==> config.mk <==
export PLATFORM = sky130hd
export DESIGN_NAME = ufc_top
export DESIGN_NICKNAME = d
export VERILOG_FILES = /design/src/verilog/ufc_pkg.sv /design/src/verilog/ufc_top.sv
export SDC_FILE = /design/constraint.sdc
export NUM_CORES = 1
export LEC_CHECK = 0
export CELL_PAD_IN_SITES_DETAIL_PLACEMENT = 1
export CELL_PAD_IN_SITES_GLOBAL_PLACEMENT = 1
export CORE_UTILIZATION = 50
export DETAILED_ROUTE_END_ITERATION = 8
export DONT_BUFFER_PORTS = 1
export PLACE_DENSITY_LB_ADDON = 0.1
export SYNTH_ARGS = -nofsm -noshare
export SYNTH_HDL_FRONTEND = slang
export SYNTH_SLANG_ARGS = --single-unit
==> constraint.sdc <==
create_clock -name clk_i -period 4.1 [get_ports clk_i]
set_clock_uncertainty 0.1 [all_clocks]
set_input_delay 0.82 -clock clk_i [delete_from_list [all_inputs] [get_ports clk_i]]
set_output_delay 0.82 -clock clk_i [all_outputs]
set_load 0.005 [all_outputs]
==> src/verilog/ufc_pkg.sv <==
/*
  Constants for the serial-port FIFO and interrupt control block.
  Assumes a 40 MHz clock and a 16x receive baud tick from the baud logic.
*/
`default_nettype none
package ufc_pkg;
  // Word byte addresses on the register bus
  localparam logic [4:0] ADR_DATA = 5'h00;
  localparam logic [4:0] ADR_IEN  = 5'h04;
  localparam logic [4:0] ADR_IID  = 5'h08;
  localparam logic [4:0] ADR_LST  = 5'h0c;
  localparam logic [4:0] ADR_CFG  = 5'h10;
  // fifo_control fields
  localparam int FC_EN = 0;
  localparam int FC_RFL = 1;
  localparam int FC_TFL = 2;
  localparam int FC_TRG = 6;
  // interrupt_enable fields
  localparam int IE_RDA = 0;
  localparam int IE_THR = 1;
  localparam int IE_RLS = 2;
  // Receive trigger levels
  localparam logic [4:0] TRIG_00 = 5'h01;
  localparam logic [4:0] TRIG_01 = 5'h04;
  localparam logic [4:0] TRIG_10 = 5'h08;
  localparam logic [4:0] TRIG_11 = 5'h0e;
  // interrupt_identification codes
  localparam logic [3:0] ID_NONE = 4'h1;
  localparam logic [3:0] ID_RLS  = 4'h6;
  localparam logic [3:0] ID_RDA  = 4'h4;
  localparam logic [3:0] ID_TMO  = 4'hc;
  localparam logic [3:0] ID_THR  = 4'h2;
  // FIFO geometry
  localparam int DEPTH = 16;
  localparam int AW = 4;
  localparam logic [4:0] DEPTH_FIFO = 5'h10;
  localparam logic [4:0] DEPTH_HOLD = 5'h01;
  // Timing, in baud ticks (16 per bit)
  localparam int TICK_SHIFT = 4;
  localparam int TMO_SHIFT = 6;
  localparam logic [3:0] CFG_RESET = 4'ha;
  localparam logic [1:0] TRG_RESET = 2'h0;
endpackage : ufc_pkg
`default_nettype wire

==> src/verilog/ufc_top.sv <==
/*
  FIFO enable/flush, receive trigger, time-out and transmit-empty
  interrupts with priority encoding, behind a classic Wishbone slave.
  Assumes receive and transmit shifters on the same clock, a 16x receive
  baud tick pulse, and characters offered as one-cycle strobes.
*/
`default_nettype none
module ufc_top (
  input  wire logic        clk_i,
  input  wire logic        rst_i,
  input  wire logic [4:0]  wb_adr_i,
  input  wire logic [31:0] wb_dat_i,
  input  wire logic [3:0]  wb_sel_i,
  input  wire logic        wb_we_i,
  input  wire logic        wb_cyc_i,
  input  wire logic        wb_stb_i,
  output logic      [31:0] wb_dat_o,
  output logic             wb_ack_o,
  input  wire logic        baud_tick_i,
  input  wire logic        rx_valid_i,
  input  wire logic [7:0]  rx_data_i,
  input  wire logic [2:0]  rx_err_i,
  output logic             tx_valid_o,
  output logic      [7:0]  tx_data_o,
  input  wire logic        tx_ready_i,
  input  wire logic        tx_busy_i,
  output logic             irq_o
);
  localparam int AW = ufc_pkg::AW;

  // Bus and register strobes
  logic             req;
  logic             wr;
  logic             rd;
  logic             rd_rbr;
  logic             rd_lsr;
  logic             rd_iid;
  logic             wr_thr;
  logic             wr_ien;
  logic             wr_fcr;
  logic             wr_cfg;
  logic             fifo_en;
  logic [1:0]       trig_sel;
  logic [2:0]       ien;
  logic [3:0]       cfg_bits;
  logic             en_chg;
  logic             rx_flush;
  logic             tx_flush;
  logic [4:0]       depth;
  logic [4:0]       trig_lvl;

  // Receive side state
  logic [10:0]      rx_mem [ufc_pkg::DEPTH];
  logic [AW-1:0]    rx_wp;
  logic [AW-1:0]    rx_rp;
  logic [4:0]       rx_cnt;
  logic [4:0]       rx_errs;
  logic             rx_push;
  logic             rx_pop;
  logic             top_seen;
  logic [3:0]       lst_err;
  logic [9:0]       tmo_cnt;
  logic [9:0]       tmo_lim;
  logic             tmo_pend;

  // Transmit side state
  logic [7:0]       tx_mem [ufc_pkg::DEPTH];
  logic [AW-1:0]    tx_wp;
  logic [AW-1:0]    tx_rp;
  logic [4:0]       tx_cnt;
  logic             tx_push;
  logic             tx_take;
  logic             transmit_holding_empty_q;
  logic             seen_two;
  logic             first_imm;
  logic             thr_pend;
  logic             dly_run;
  logic [9:0]       dly_cnt;
  logic [9:0]       dly_lim;

  // Interrupt sources and read data
  logic             src_rls;
  logic             src_rda;
  logic             src_tmo;
  logic             src_thr;
  logic [3:0]       id_code;
  logic [7:0]       iid_val;
  logic [7:0]       lst_val;
  logic [7:0]       next_rdata;

  // Bus decode: a request is taken on the edge where ack rises
  assign req    = wb_cyc_i && wb_stb_i && !wb_ack_o;
  assign wr     = req && wb_we_i && wb_sel_i[0];
  assign rd     = req && !wb_we_i;
  assign rd_rbr = rd && (wb_adr_i == ufc_pkg::ADR_DATA);
  assign rd_lsr = rd && (wb_adr_i == ufc_pkg::ADR_LST);
  assign rd_iid = rd && (wb_adr_i == ufc_pkg::ADR_IID);
  assign wr_thr = wr && (wb_adr_i == ufc_pkg::ADR_DATA);
  assign wr_ien = wr && (wb_adr_i == ufc_pkg::ADR_IEN);
  assign wr_fcr = wr && (wb_adr_i == ufc_pkg::ADR_IID);
  assign wr_cfg = wr && (wb_adr_i == ufc_pkg::ADR_CFG);

  assign en_chg   = wr_fcr && (wb_dat_i[ufc_pkg::FC_EN] != fifo_en);
  assign rx_flush = en_chg
      || (wr_fcr && wb_dat_i[ufc_pkg::FC_EN] && wb_dat_i[ufc_pkg::FC_RFL]);
  assign tx_flush = en_chg
      || (wr_fcr && wb_dat_i[ufc_pkg::FC_EN] && wb_dat_i[ufc_pkg::FC_TFL]);
  assign depth = fifo_en ? ufc_pkg::DEPTH_FIFO : ufc_pkg::DEPTH_HOLD;

  // Trigger level decode
  always_comb begin
    unique case (trig_sel)
      2'h0: trig_lvl = ufc_pkg::TRIG_00;
      2'h1: trig_lvl = ufc_pkg::TRIG_01;
      2'h2: trig_lvl = ufc_pkg::TRIG_10;
      2'h3: trig_lvl = ufc_pkg::TRIG_11;
    endcase
  end

  // Control registers
  always_ff @(posedge clk_i) begin
    if (rst_i) begin
      fifo_en  <= 1'b0;
      trig_sel <= ufc_pkg::TRG_RESET;
      ien      <= 3'h0;
      cfg_bits <= ufc_pkg::CFG_RESET;
    end else begin
      if (wr_fcr) begin
        fifo_en <= wb_dat_i[ufc_pkg::FC_EN];
        if (wb_dat_i[ufc_pkg::FC_EN]) begin
          trig_sel <= wb_dat_i[ufc_pkg::FC_TRG +: 2];
        end
      end
      if (wr_ien) begin
        ien <= wb_dat_i[2:0];
      end
      if (wr_cfg) begin
        cfg_bits <= wb_dat_i[3:0];
      end
    end
  end

  // Receive FIFO, error bits stored beside each character
  assign rx_push = rx_valid_i && (rx_cnt < depth);
  assign rx_pop  = rd_rbr && (rx_cnt != 5'h00);

  always_ff @(posedge clk_i) begin
    if (rst_i || rx_flush) begin
      rx_wp   <= '0;
      rx_rp   <= '0;
      rx_cnt  <= 5'h00;
      rx_errs <= 5'h00;
    end else begin
      if (rx_push) begin
        rx_mem[rx_wp] <= {rx_err_i, rx_data_i};
        rx_wp         <= rx_wp + 1'b1;
      end
      if (rx_pop) begin
        rx_rp <= rx_rp + 1'b1;
      end
      rx_cnt  <= rx_cnt + {4'h0, rx_push} - {4'h0, rx_pop};
      rx_errs <= rx_errs + {4'h0, rx_push && (rx_err_i != 3'h0)}
                 - {4'h0, rx_pop && (rx_mem[rx_rp][10:8] != 3'h0)};
    end
  end

  // Line status error bits: set wins over the read that clears them
  always_ff @(posedge clk_i) begin
    if (rst_i) begin
      lst_err  <= 4'h0;
      top_seen <= 1'b0;
    end else begin
      lst_err <= (rd_lsr ? 4'h0 : lst_err)
        | {(rx_cnt != 5'h00) && !top_seen ? rx_mem[rx_rp][10:8] : 3'h0,
           rx_valid_i && (rx_cnt >= depth)};
      if (rx_pop || rx_flush) begin
        top_seen <= 1'b0;
      end else if (rx_cnt != 5'h00) begin
        top_seen <= 1'b1;
      end
    end
  end

  // Idle timer in baud ticks, limit four character times
  assign tmo_lim = {cfg_bits, 6'h00};

  always_ff @(posedge clk_i) begin
    if (rst_i || rx_flush) begin
      tmo_cnt  <= 10'h000;
      tmo_pend <= 1'b0;
    end else if (rx_pop) begin
      tmo_cnt  <= 10'h000;
      tmo_pend <= 1'b0;
    end else if (rx_push && !tmo_pend) begin
      tmo_cnt <= 10'h000;
    end else if (!fifo_en || !ien[ufc_pkg::IE_RDA]) begin
      tmo_cnt  <= 10'h000;
      tmo_pend <= 1'b0;
    end else if (rx_cnt != 5'h00 && !tmo_pend) begin
      if (tmo_cnt >= tmo_lim) begin
        tmo_pend <= 1'b1;
      end else if (baud_tick_i) begin
        tmo_cnt <= tmo_cnt + 10'h001;
      end
    end
  end

  // Transmit FIFO and output holding stage
  assign tx_push = wr_thr && (tx_cnt < depth);
  assign tx_take = (!tx_valid_o || tx_ready_i) && (tx_cnt != 5'h00);

  always_ff @(posedge clk_i) begin
    if (rst_i || tx_flush) begin
      tx_wp  <= '0;
      tx_rp  <= '0;
      tx_cnt <= 5'h00;
    end else begin
      if (tx_push) begin
        tx_mem[tx_wp] <= wb_dat_i[7:0];
        tx_wp         <= tx_wp + 1'b1;
      end
      if (tx_take) begin
        tx_rp <= tx_rp + 1'b1;
      end
      tx_cnt <= tx_cnt + {4'h0, tx_push} - {4'h0, tx_take};
    end
  end

  // Shift-side holding stage survives a flush
  always_ff @(posedge clk_i) begin
    if (rst_i) begin
      tx_valid_o <= 1'b0;
      tx_data_o  <= 8'h00;
    end else if (tx_take && !tx_flush) begin
      tx_valid_o <= 1'b1;
      tx_data_o  <= tx_mem[tx_rp];
    end else if (tx_ready_i) begin
      tx_valid_o <= 1'b0;
    end
  end

  // Transmit-empty event with optional delay
  assign dly_lim = {2'h0, cfg_bits - 4'h1, 4'h0};

  always_ff @(posedge clk_i) begin
    if (rst_i) begin
      transmit_holding_empty_q    <= 1'b1;
      seen_two  <= 1'b0;
      first_imm <= 1'b1;
      thr_pend  <= 1'b0;
      dly_run   <= 1'b0;
      dly_cnt   <= 10'h000;
    end else begin
      transmit_holding_empty_q <= (tx_cnt == 5'h00);
      if (en_chg) begin
        first_imm <= 1'b1;
      end
      if (tx_cnt >= 5'h02) begin
        seen_two <= 1'b1;
      end
      if (tx_push) begin
        dly_run <= 1'b0;
      end else if (dly_run && baud_tick_i) begin
        dly_cnt <= dly_cnt + 10'h001;
      end
      if (tx_cnt == 5'h00 && !transmit_holding_empty_q) begin
        seen_two <= 1'b0;
        if (seen_two || first_imm || !fifo_en) begin
          thr_pend  <= 1'b1;
          first_imm <= 1'b0;
        end else begin
          dly_run <= 1'b1;
          dly_cnt <= 10'h000;
        end
      end else if (dly_run && dly_cnt >= dly_lim && !tx_push) begin
        thr_pend <= 1'b1;
        dly_run  <= 1'b0;
      end else if (wr_thr || (rd_iid && id_code == ufc_pkg::ID_THR)) begin
        thr_pend <= 1'b0;
      end else if (wr_ien && wb_dat_i[ufc_pkg::IE_THR]
                   && !ien[ufc_pkg::IE_THR] && tx_cnt == 5'h00) begin
        thr_pend  <= 1'b1;
        first_imm <= 1'b0;
      end
    end
  end

  // Sources gated by their enables
  assign src_rls = ien[ufc_pkg::IE_RLS] && (lst_err != 4'h0);
  assign src_rda = ien[ufc_pkg::IE_RDA] && (fifo_en ? (rx_cnt >= trig_lvl)
                                      : (rx_cnt != 5'h00));
  assign src_tmo = tmo_pend;
  assign src_thr = ien[ufc_pkg::IE_THR] && thr_pend;

  // Priority encoder
  always_comb begin
    if (src_rls) begin
      id_code = ufc_pkg::ID_RLS;
    end else if (src_rda) begin
      id_code = ufc_pkg::ID_RDA;
    end else if (src_tmo) begin
      id_code = ufc_pkg::ID_TMO;
    end else if (src_thr) begin
      id_code = ufc_pkg::ID_THR;
    end else begin
      id_code = ufc_pkg::ID_NONE;
    end
  end

  assign iid_val = {fifo_en, fifo_en, 2'h0, id_code};
  assign lst_val = {fifo_en && (rx_errs != 5'h00),
                    tx_cnt == 5'h00 && !tx_valid_o && !tx_busy_i,
                    tx_cnt == 5'h00,
                    lst_err,
                    rx_cnt != 5'h00};

  // Read data select
  always_comb begin
    unique case (wb_adr_i)
      ufc_pkg::ADR_DATA: next_rdata = rx_mem[rx_rp][7:0];
      ufc_pkg::ADR_IEN:  next_rdata = {5'h00, ien};
      ufc_pkg::ADR_IID:  next_rdata = iid_val;
      ufc_pkg::ADR_LST:  next_rdata = lst_val;
      ufc_pkg::ADR_CFG:  next_rdata = {4'h0, cfg_bits};
      default:           next_rdata = 8'h00;
    endcase
  end

  // Bus answer: one-cycle ack, registered read data
  always_ff @(posedge clk_i) begin
    if (rst_i) begin
      wb_ack_o <= 1'b0;
      wb_dat_o <= 32'h0000_0000;
    end else begin
      wb_ack_o <= req;
      if (rd) begin
        wb_dat_o <= {24'h000000, next_rdata};
      end
    end
  end

  // Interrupt request, registered
  always_ff @(posedge clk_i) begin
    if (rst_i) begin
      irq_o <= 1'b0;
    end else begin
      irq_o <= src_rls || src_rda || src_tmo || src_thr;
    end
  end
endmodule : ufc_top
`default_nettype wire

==> results of run 1 <==
==> critical path, cell delays in order (launching register included) <==
cell and delay [ns]:
dfxtp_2 0.63, buf_4 0.26, mux4_2 0.53, a22oi_1 0.19, nand2_1 0.16, o31a_1 0.28, ha_1 0.29, inv_1 0.04
ha_1 0.19, inv_1 0.07, fa_1 0.20, inv_1 0.05, a21oi_1 0.15, nor2_1 0.07, or3_1 0.35, a21oi_1 0.15
==> path summary, 6_finish.rpt <==
| path | start | end | cells past startpoint |
|---|---|---|---|
| setup / recovery | register | rx_errs[4] | 15 |
| hold / removal | wb_dat_i[4] | tx_mem[12][4] | 0 |
| setup reg to reg | register | rx_errs[4] | 15 |
| hold reg to reg | lst_err[0] | lst_err[0] | 2 |
==> layer usage <==
layer / vias up / share of wire, % / global-route usage (%)
li1: 4321 / - / -
met4: 0 / 2.4 / 7.967
met5: - / 0 / 0
met3: 67 / 4.3 / 4.322
met1: 4879 / 43 / 30.89
met2: 193 / 51 / 41.01
==> power groups by stage <==
| stage | clock network, mW | registers, mW | logic, mW |
|---|---|---|---|
| final | 4.05 | 4.74 | 1.55 |
| after global routing | 4.29 | 4.78 | 1.74 |
| after floorplan | 0 | 4.71 | 1.23 |
| after global placement | 0 | 4.83 | 1.49 |
| after detailed placement | 0 | 4.84 | 1.54 |
| after CTS | 4.15 | 4.75 | 1.57 |
==> sequential cells by signal (all words and copies together) (netlist names), 2 cells and up, named ones only <==
name / cells
cfg_bits: 4
tx_mem: 128
tx_data_o: 8
trig_sel: 2
rx_cnt: 5
rx_mem: 176
dly_cnt: 10
rx_rp: 4
rx_wp: 4
lst_err: 4
wb_dat_o: 8
tmo_cnt: 10
ien: 3
rx_errs: 5
tx_cnt: 5
tx_wp: 4
tx_rp: 4
==> synth_stat cells (3+ instances only) <==
| master | number | share of area [%] |
|---|---|---|
| o2bb2ai_1 | 8 | 0.41 |
| inv_1 | 55 | 1.2 |
| nand4_1 | 8 | 0.30 |
| buf_4 | 25 | 1.1 |
| o21ai_0 | 17 | 0.50 |
| buf_2 | 17 | 0.50 |
| nor3_2 | 3 | 0.18 |
| a22oi_1 | 15 | 0.66 |
| mux4_1 | 4 | 0.62 |
| a221oi_1 | 4 | 0.21 |
| mux4_2 | 81 | 11 |
| nor2_1 | 113 | 2.5 |
| and2_1 | 8 | 0.30 |
| or3_1 | 9 | 0.33 |
| ha_1 | 54 | 4.0 |
| edfxtp_1 | 304 | 54 |
| xnor2_1 | 21 | 1.1 |
| nand2_1 | 61 | 1.4 |
| nor2b_1 | 8 | 0.30 |
| buf_1 | 6 | 0.13 |
| nand2b_1 | 11 | 0.41 |
| o221ai_1 | 3 | 0.15 |
| a222oi_1 | 3 | 0.18 |
| a21oi_1 | 27 | 0.80 |
| mux2i_1 | 16 | 0.94 |
| xor2_1 | 17 | 0.88 |
| a211oi_1 | 5 | 0.22 |
| dfxtp_1 | 95 | 11 |
| and3_1 | 8 | 0.30 |
| nor3_1 | 18 | 0.53 |
| fa_1 | 3 | 0.35 |
| clkbuf_1 | 16 | 0.35 |
| o31a_1 | 4 | 0.21 |
| nand3_1 | 21 | 0.62 |
| a31oi_1 | 5 | 0.18 |
| nand3b_1 | 4 | 0.18 |
==> kinds of logic (layout without fill, tap and decap cells) <==
family          Yosys count  in the layout  synth area share [%]
flops                   399            399                 65.04
other cells               1             25               0.02211
mux                     102            102                 12.39
fa+ha+maj                57             57                 4.338
xor+xnor                 38             38                 1.962
compound gates          109            109                 4.471
simple gates            290            290                 8.263
buf+inv                 122            196                 3.519
==> final cells by class <==
type / instances / area (sq um) / area share, %
Antenna cell: 1 / 2.502 / 0.01305
Clock buffer: 48 / 1116 / 5.818
Clock inverter: 34 / 377.9 / 1.970
Inverter: 56 / 210.2 / 1.096
Multi-Input combinational cell: 620 / 5445 / 28.39
Sequential cell: 399 / 11030 / 57.52
Tap cell: 448 / 560.5 / 2.922
Timing Repair Buffer: 58 / 435.4 / 2.270
==> layout by cell type, fill, tap and decap left out, drive strengths merged, types with 9 or more instances in the layout <==
cell,synthesis,routed
nand2b,11,11
mux2i,16,16
mux4,85,85
clkinv,0,24
nor2,114,114
nand3,21,21
conb,1,24
clkbuf,16,48
inv,56,59
a21oi,27,27
buf,50,58
nand2,61,61
ha,54,54
o21ai,17,17
edfxtp,304,304
a22oi,15,15
xor2,17,17
xnor2,21,21
or3,9,9
dfxtp,95,95
nor3,21,21
==> metrics.cfg, run 1 <==
[floorplanning]
start_util_pct = 50.71
die_area_sq_um = 34660
ioPinCount = 104
dieHeight_um = 186.2
die_x_um = 186.2
core_area_sq_um = 33450
rows = 67

[sta]
hold_viol_final = 0
setup_ws_ns = 0.3190
fmax_mhz = 264.5
final-setup-viol-count = 0
period_share_pct = 92.22
fin_tns_setup_ns = 0
rsz0062_at_grt = no
slew_headroom_pct = 33.35
period_minus_slack_ns = 3.781
drv_slew = 0
fin_hold_ws_ns = 0.2413
worstMarginPinSlew_ns = 0.9961

[place]
preCtsSetupSlack_ns = 0.2492
finalWeightedCongestion = 0.8536
hpwlAfterDp_mm = 27.55
dp.cells = 1581
placed_area_sq_um = 17690
numPortBuffers = 0

[power_and_ir_drop]
total_power_mw = 10.35
cellPowerDensity_nw_per_um2 = 539.4
power_switching_share_pct = 25.69
comb_power_share_pct = 15.0
p_int_mw = 7.688
power.share.clock_pct = 39.1
power_frac_seq_pct = 45.8
power.leakage_nw = 6.516
p_sw_mw = 2.658
peakVddDrop_mv = 0.4552

[clock_network]
tritoncts = yes
cts_resized = 0
postCtsHoldBufs = 0
clock_sinks = 399
root_buffer = clkbuf_16
clockBufferDepth = 3
numCtsBuffers = 44
post_cts_buffers = 0
h-tree-depth = 2
worstSkewPairLatency_ns = 0.57
cts.reportedPaths.clkPinSlew_ns = 0.06

[job]
cap_violations = 0

[synth]
synth-seq-cells = 399
postSynthAreaPerCell_sq_um = 15.17
synth.distinct_cells = 69
syn-cell-area_sq_um = 16960
synthArstFlopShare_pct = 0
synth_edf_count = 304
seq_area_frac_synth_pct = 65.04
ys_dominant_reg_cell = edfxtp_1
synthCells = 1118
yosysWarnings = 0

[setup_path]
crit_type = reg2reg
crit_path_end_kind = register
crit_path_max_fanout = 14
rrSetupSlack_ns = 0.32
cp.required_ns = 4.49
startpoint_type = register
arrival_ns = 4.17

[finish]
stdcell_area_sq_um = 19180
post-route-util_pct = 57.35
final_layout_size_suffix_gt1_share_pct = 18.93
area_growth_pct = 13.10
n_fill_cell = 3125
layout.nets = 1297
finalNonFillerCells = 1664

[drt]
wire_per_inst_um = 23.81
dr.pass1.iters = 6
drt-initial-drc-count = 709
drtAntennaViolNets = 0
viasPerCell = 5.685
routed_wl_mm = 39.62
drc = 0
num_vias = 9460

[outcome]
status = finished clean

[global_routing]
grt.total_usage_pct = 23.94
grt_pass1_wl_mm = 60.43
antenna_found_initial = 1
overflow = 0
grt_pass1_vias = 10050
grt_max_degree = 36

[min_path]
min_path_type = in2reg

(Power assumes the default switching activity.)
==> run 2: changes to the inputs <==
--- a/config.mk
+++ b/config.mk
@@ -10,7 +10,8 @@
 export CORE_UTILIZATION = 50
 export DETAILED_ROUTE_END_ITERATION = 8
 export DONT_BUFFER_PORTS = 1
-export PLACE_DENSITY_LB_ADDON = 0.1
+export PLACE_DENSITY = 0.79
+export SLEW_MARGIN = 10
 export SYNTH_ARGS = -nofsm -noshare
 export SYNTH_HDL_FRONTEND = slang
 export SYNTH_SLANG_ARGS = --single-unit
==> run 2 against run 1 <==
  * First-iteration DRC count rose by 11%
  * Via count rose by 1.6%
  * Routed wire length grew 3.5%
  * Clock power decreased by 6.4%
  * Final cell count down 0.78%
==> metrics.cfg, run 2 (synthesis gave the netlist of run 1 again) <==
[outcome]
status = finished clean

[floorplanning]
core_area_sq_um = 33450  ; unchanged
ioPinCount = 104  ; unchanged
start_util_pct = 50.71  ; unchanged
die_x_um = 186.2  ; unchanged
dieHeight_um = 186.2  ; unchanged
die_area_sq_um = 34660  ; unchanged
rows = 67  ; unchanged

[sta]
fin_tns_setup_ns = 0  ; unchanged
fmax_mhz = 270.5  ; +2.3%
rsz0062_at_grt = no
period_minus_slack_ns = 3.697  ; -0.08414 ns
fin_hold_ws_ns = 0.2237  ; -0.01756 ns
worstMarginPinSlew_ns = 0.8498  ; -0.1463 ns
drv_slew = 0  ; unchanged
setup_ws_ns = 0.4032  ; +0.08414 ns
period_share_pct = 90.17  ; -2.1 points
slew_headroom_pct = 43.13  ; +9.8 points
hold_viol_final = 0  ; unchanged
final-setup-viol-count = 0  ; unchanged

[setup_path]
crit_path_end_kind = register
arrival_ns = 4.09  ; -0.08 ns
crit_path_max_fanout = 9  ; -5
cp.required_ns = 4.49  ; about the same
critPathMostFrequentCell = inv_1
startpoint_type = register
crit_path_cell_trace = buf_4 -> mux4_2 -> a22oi_1 -> nand2_1 -> o31a_1 -> ha_1 -> inv_1 -> ha_1 -> inv_1 -> fa_1 -> inv_1 -> a21oi_1 -> nor2_1 -> or3_1 -> a21oi_1
crit_type = reg2reg
slowest_stage = mux4_2
slowest_delay_ns = 0.53  ; -0.10 ns

[global_routing]
overflow = 0  ; unchanged
grt.total_usage_pct = 24.78  ; +0.84 points
antenna_found_initial = 0  ; -1
grt_max_degree = 36  ; unchanged
grt_pass1_wl_mm = 62.35  ; +3.2%
grt_pass1_vias = 10280  ; +2.3%

[min_path]
min_path_type = in2reg

[power_and_ir_drop]
peakVddDrop_mv = 0.4879  ; +7.2%
total_power_mw = 10.10  ; -2.4%
cellPowerDensity_nw_per_um2 = 531.9  ; -1.4%
power.leakage_nw = 6.392  ; -1.9%

[finish]
area_growth_pct = 11.97
layout_common_cells = 304 x edfxtp_1, 109 x nor2_1, 92 x dfxtp_1
layout.nets = 1287  ; -0.77%
top_register = rx_mem
finalNonFillerCells = 1651  ; -0.78%
stdcell_area_sq_um = 18990  ; -1.0%
diodes = 0  ; -1
largestRegisters = rx_mem: 176 flops, tx_mem: 128 flops
largest_reg_flops = 176  ; unchanged
layout_commonest_cell = edfxtp_1
final_layout_size_suffix_gt1_share_pct = 17.79  ; -1.1 points
n_fill_cell = 3126  ; +0.032%
post-route-util_pct = 56.77  ; -0.58 points

[clock_network]
post_cts_buffers = 0  ; unchanged
tritoncts = yes
worstSkewPairLatency_ns = 0.57  ; about the same
root_buffer = clkbuf_16
h-tree-depth = 2  ; unchanged
numCtsBuffers = 43  ; -2.3%
postCtsHoldBufs = 0  ; unchanged
cts.reportedPaths.clkPinSlew_ns = 0.06  ; about the same
clock_sinks = 399  ; unchanged
clockBufferDepth = 3  ; unchanged
cts_resized = 0  ; unchanged

[drt]
routed_wl_mm = 41.03  ; +3.5%
drtAntennaViolNets = 0  ; unchanged
dr.pass1.iters = 5  ; -1
num_vias = 9613  ; +1.6%
wire_per_inst_um = 24.85  ; +4.4%
viasPerCell = 5.823  ; +2.4%
drc = 0  ; unchanged
drt-initial-drc-count = 790  ; +11%

[place]
hpwlAfterDp_mm = 27.20  ; -1.3%
preCtsSetupSlack_ns = 0.4247  ; +0.1754 ns
dp.cells = 1572  ; -0.57%
placed_area_sq_um = 17620  ; -0.36%
finalWeightedCongestion = 0.8255  ; -3.3%
numPortBuffers = 0  ; unchanged

[job]
cap_violations = 0  ; unchanged

## run 2: cell types whose count changed in the layout (fill, tap and decap cells not counted), moves of 4 or more
cell and change:
clkinv_2 -8, nor2_1 -4, buf_4 -9, clkbuf_1 +9, bufinv_16 -5, nor2_2 +4
## run 2: report_power, final
group	internal (mW)	switching (mW)	leakage, nW
registers	4.53	0.200	3.51
logic	0.734	0.843	2.22
clock network	2.20	1.59	0.664
total	7.47	2.63	6.39
## run 2: final timing paths
check	from	endpoint	slack (ns)	cells after the start
max reg2reg	register	rx_errs[4]	0.40	15
min reg2reg	lst_err[0]	lst_err[0]	0.37	2
max	register	rx_errs[4]	0.40	15
min	rst_i	wb_ack_o	0.22	1
## run 2: final cells by class
type	instances	area, sq um	area share (%)
timing repair buffer	49	367.9	1.937
clock buffer	60	1214	6.391
multi-input combinational	620	5449	28.69
sequential	399	11030	58.11
tap	448	560.5	2.952
inverter	56	210.2	1.107
clock inverter	19	153.9	0.8104
## run 2: critical path: cells and delay by family (launching register included)
kind	cells	cell delay [ns]
simple gates	3	0.58
buf+inv	4	0.43
flops	1	0.44
compound gates	4	0.85
mux	1	0.53
fa+ha+maj	3	0.66
## run 2: routing by layer
metal  up-vias  share of wire, %  GRT usage, %
li1       4285                 -             -
met5         -                 0             0
met4         0               2.6         7.508
met2       309                50         42.46
met1      4945                40         30.60
met3        74               7.0         6.873
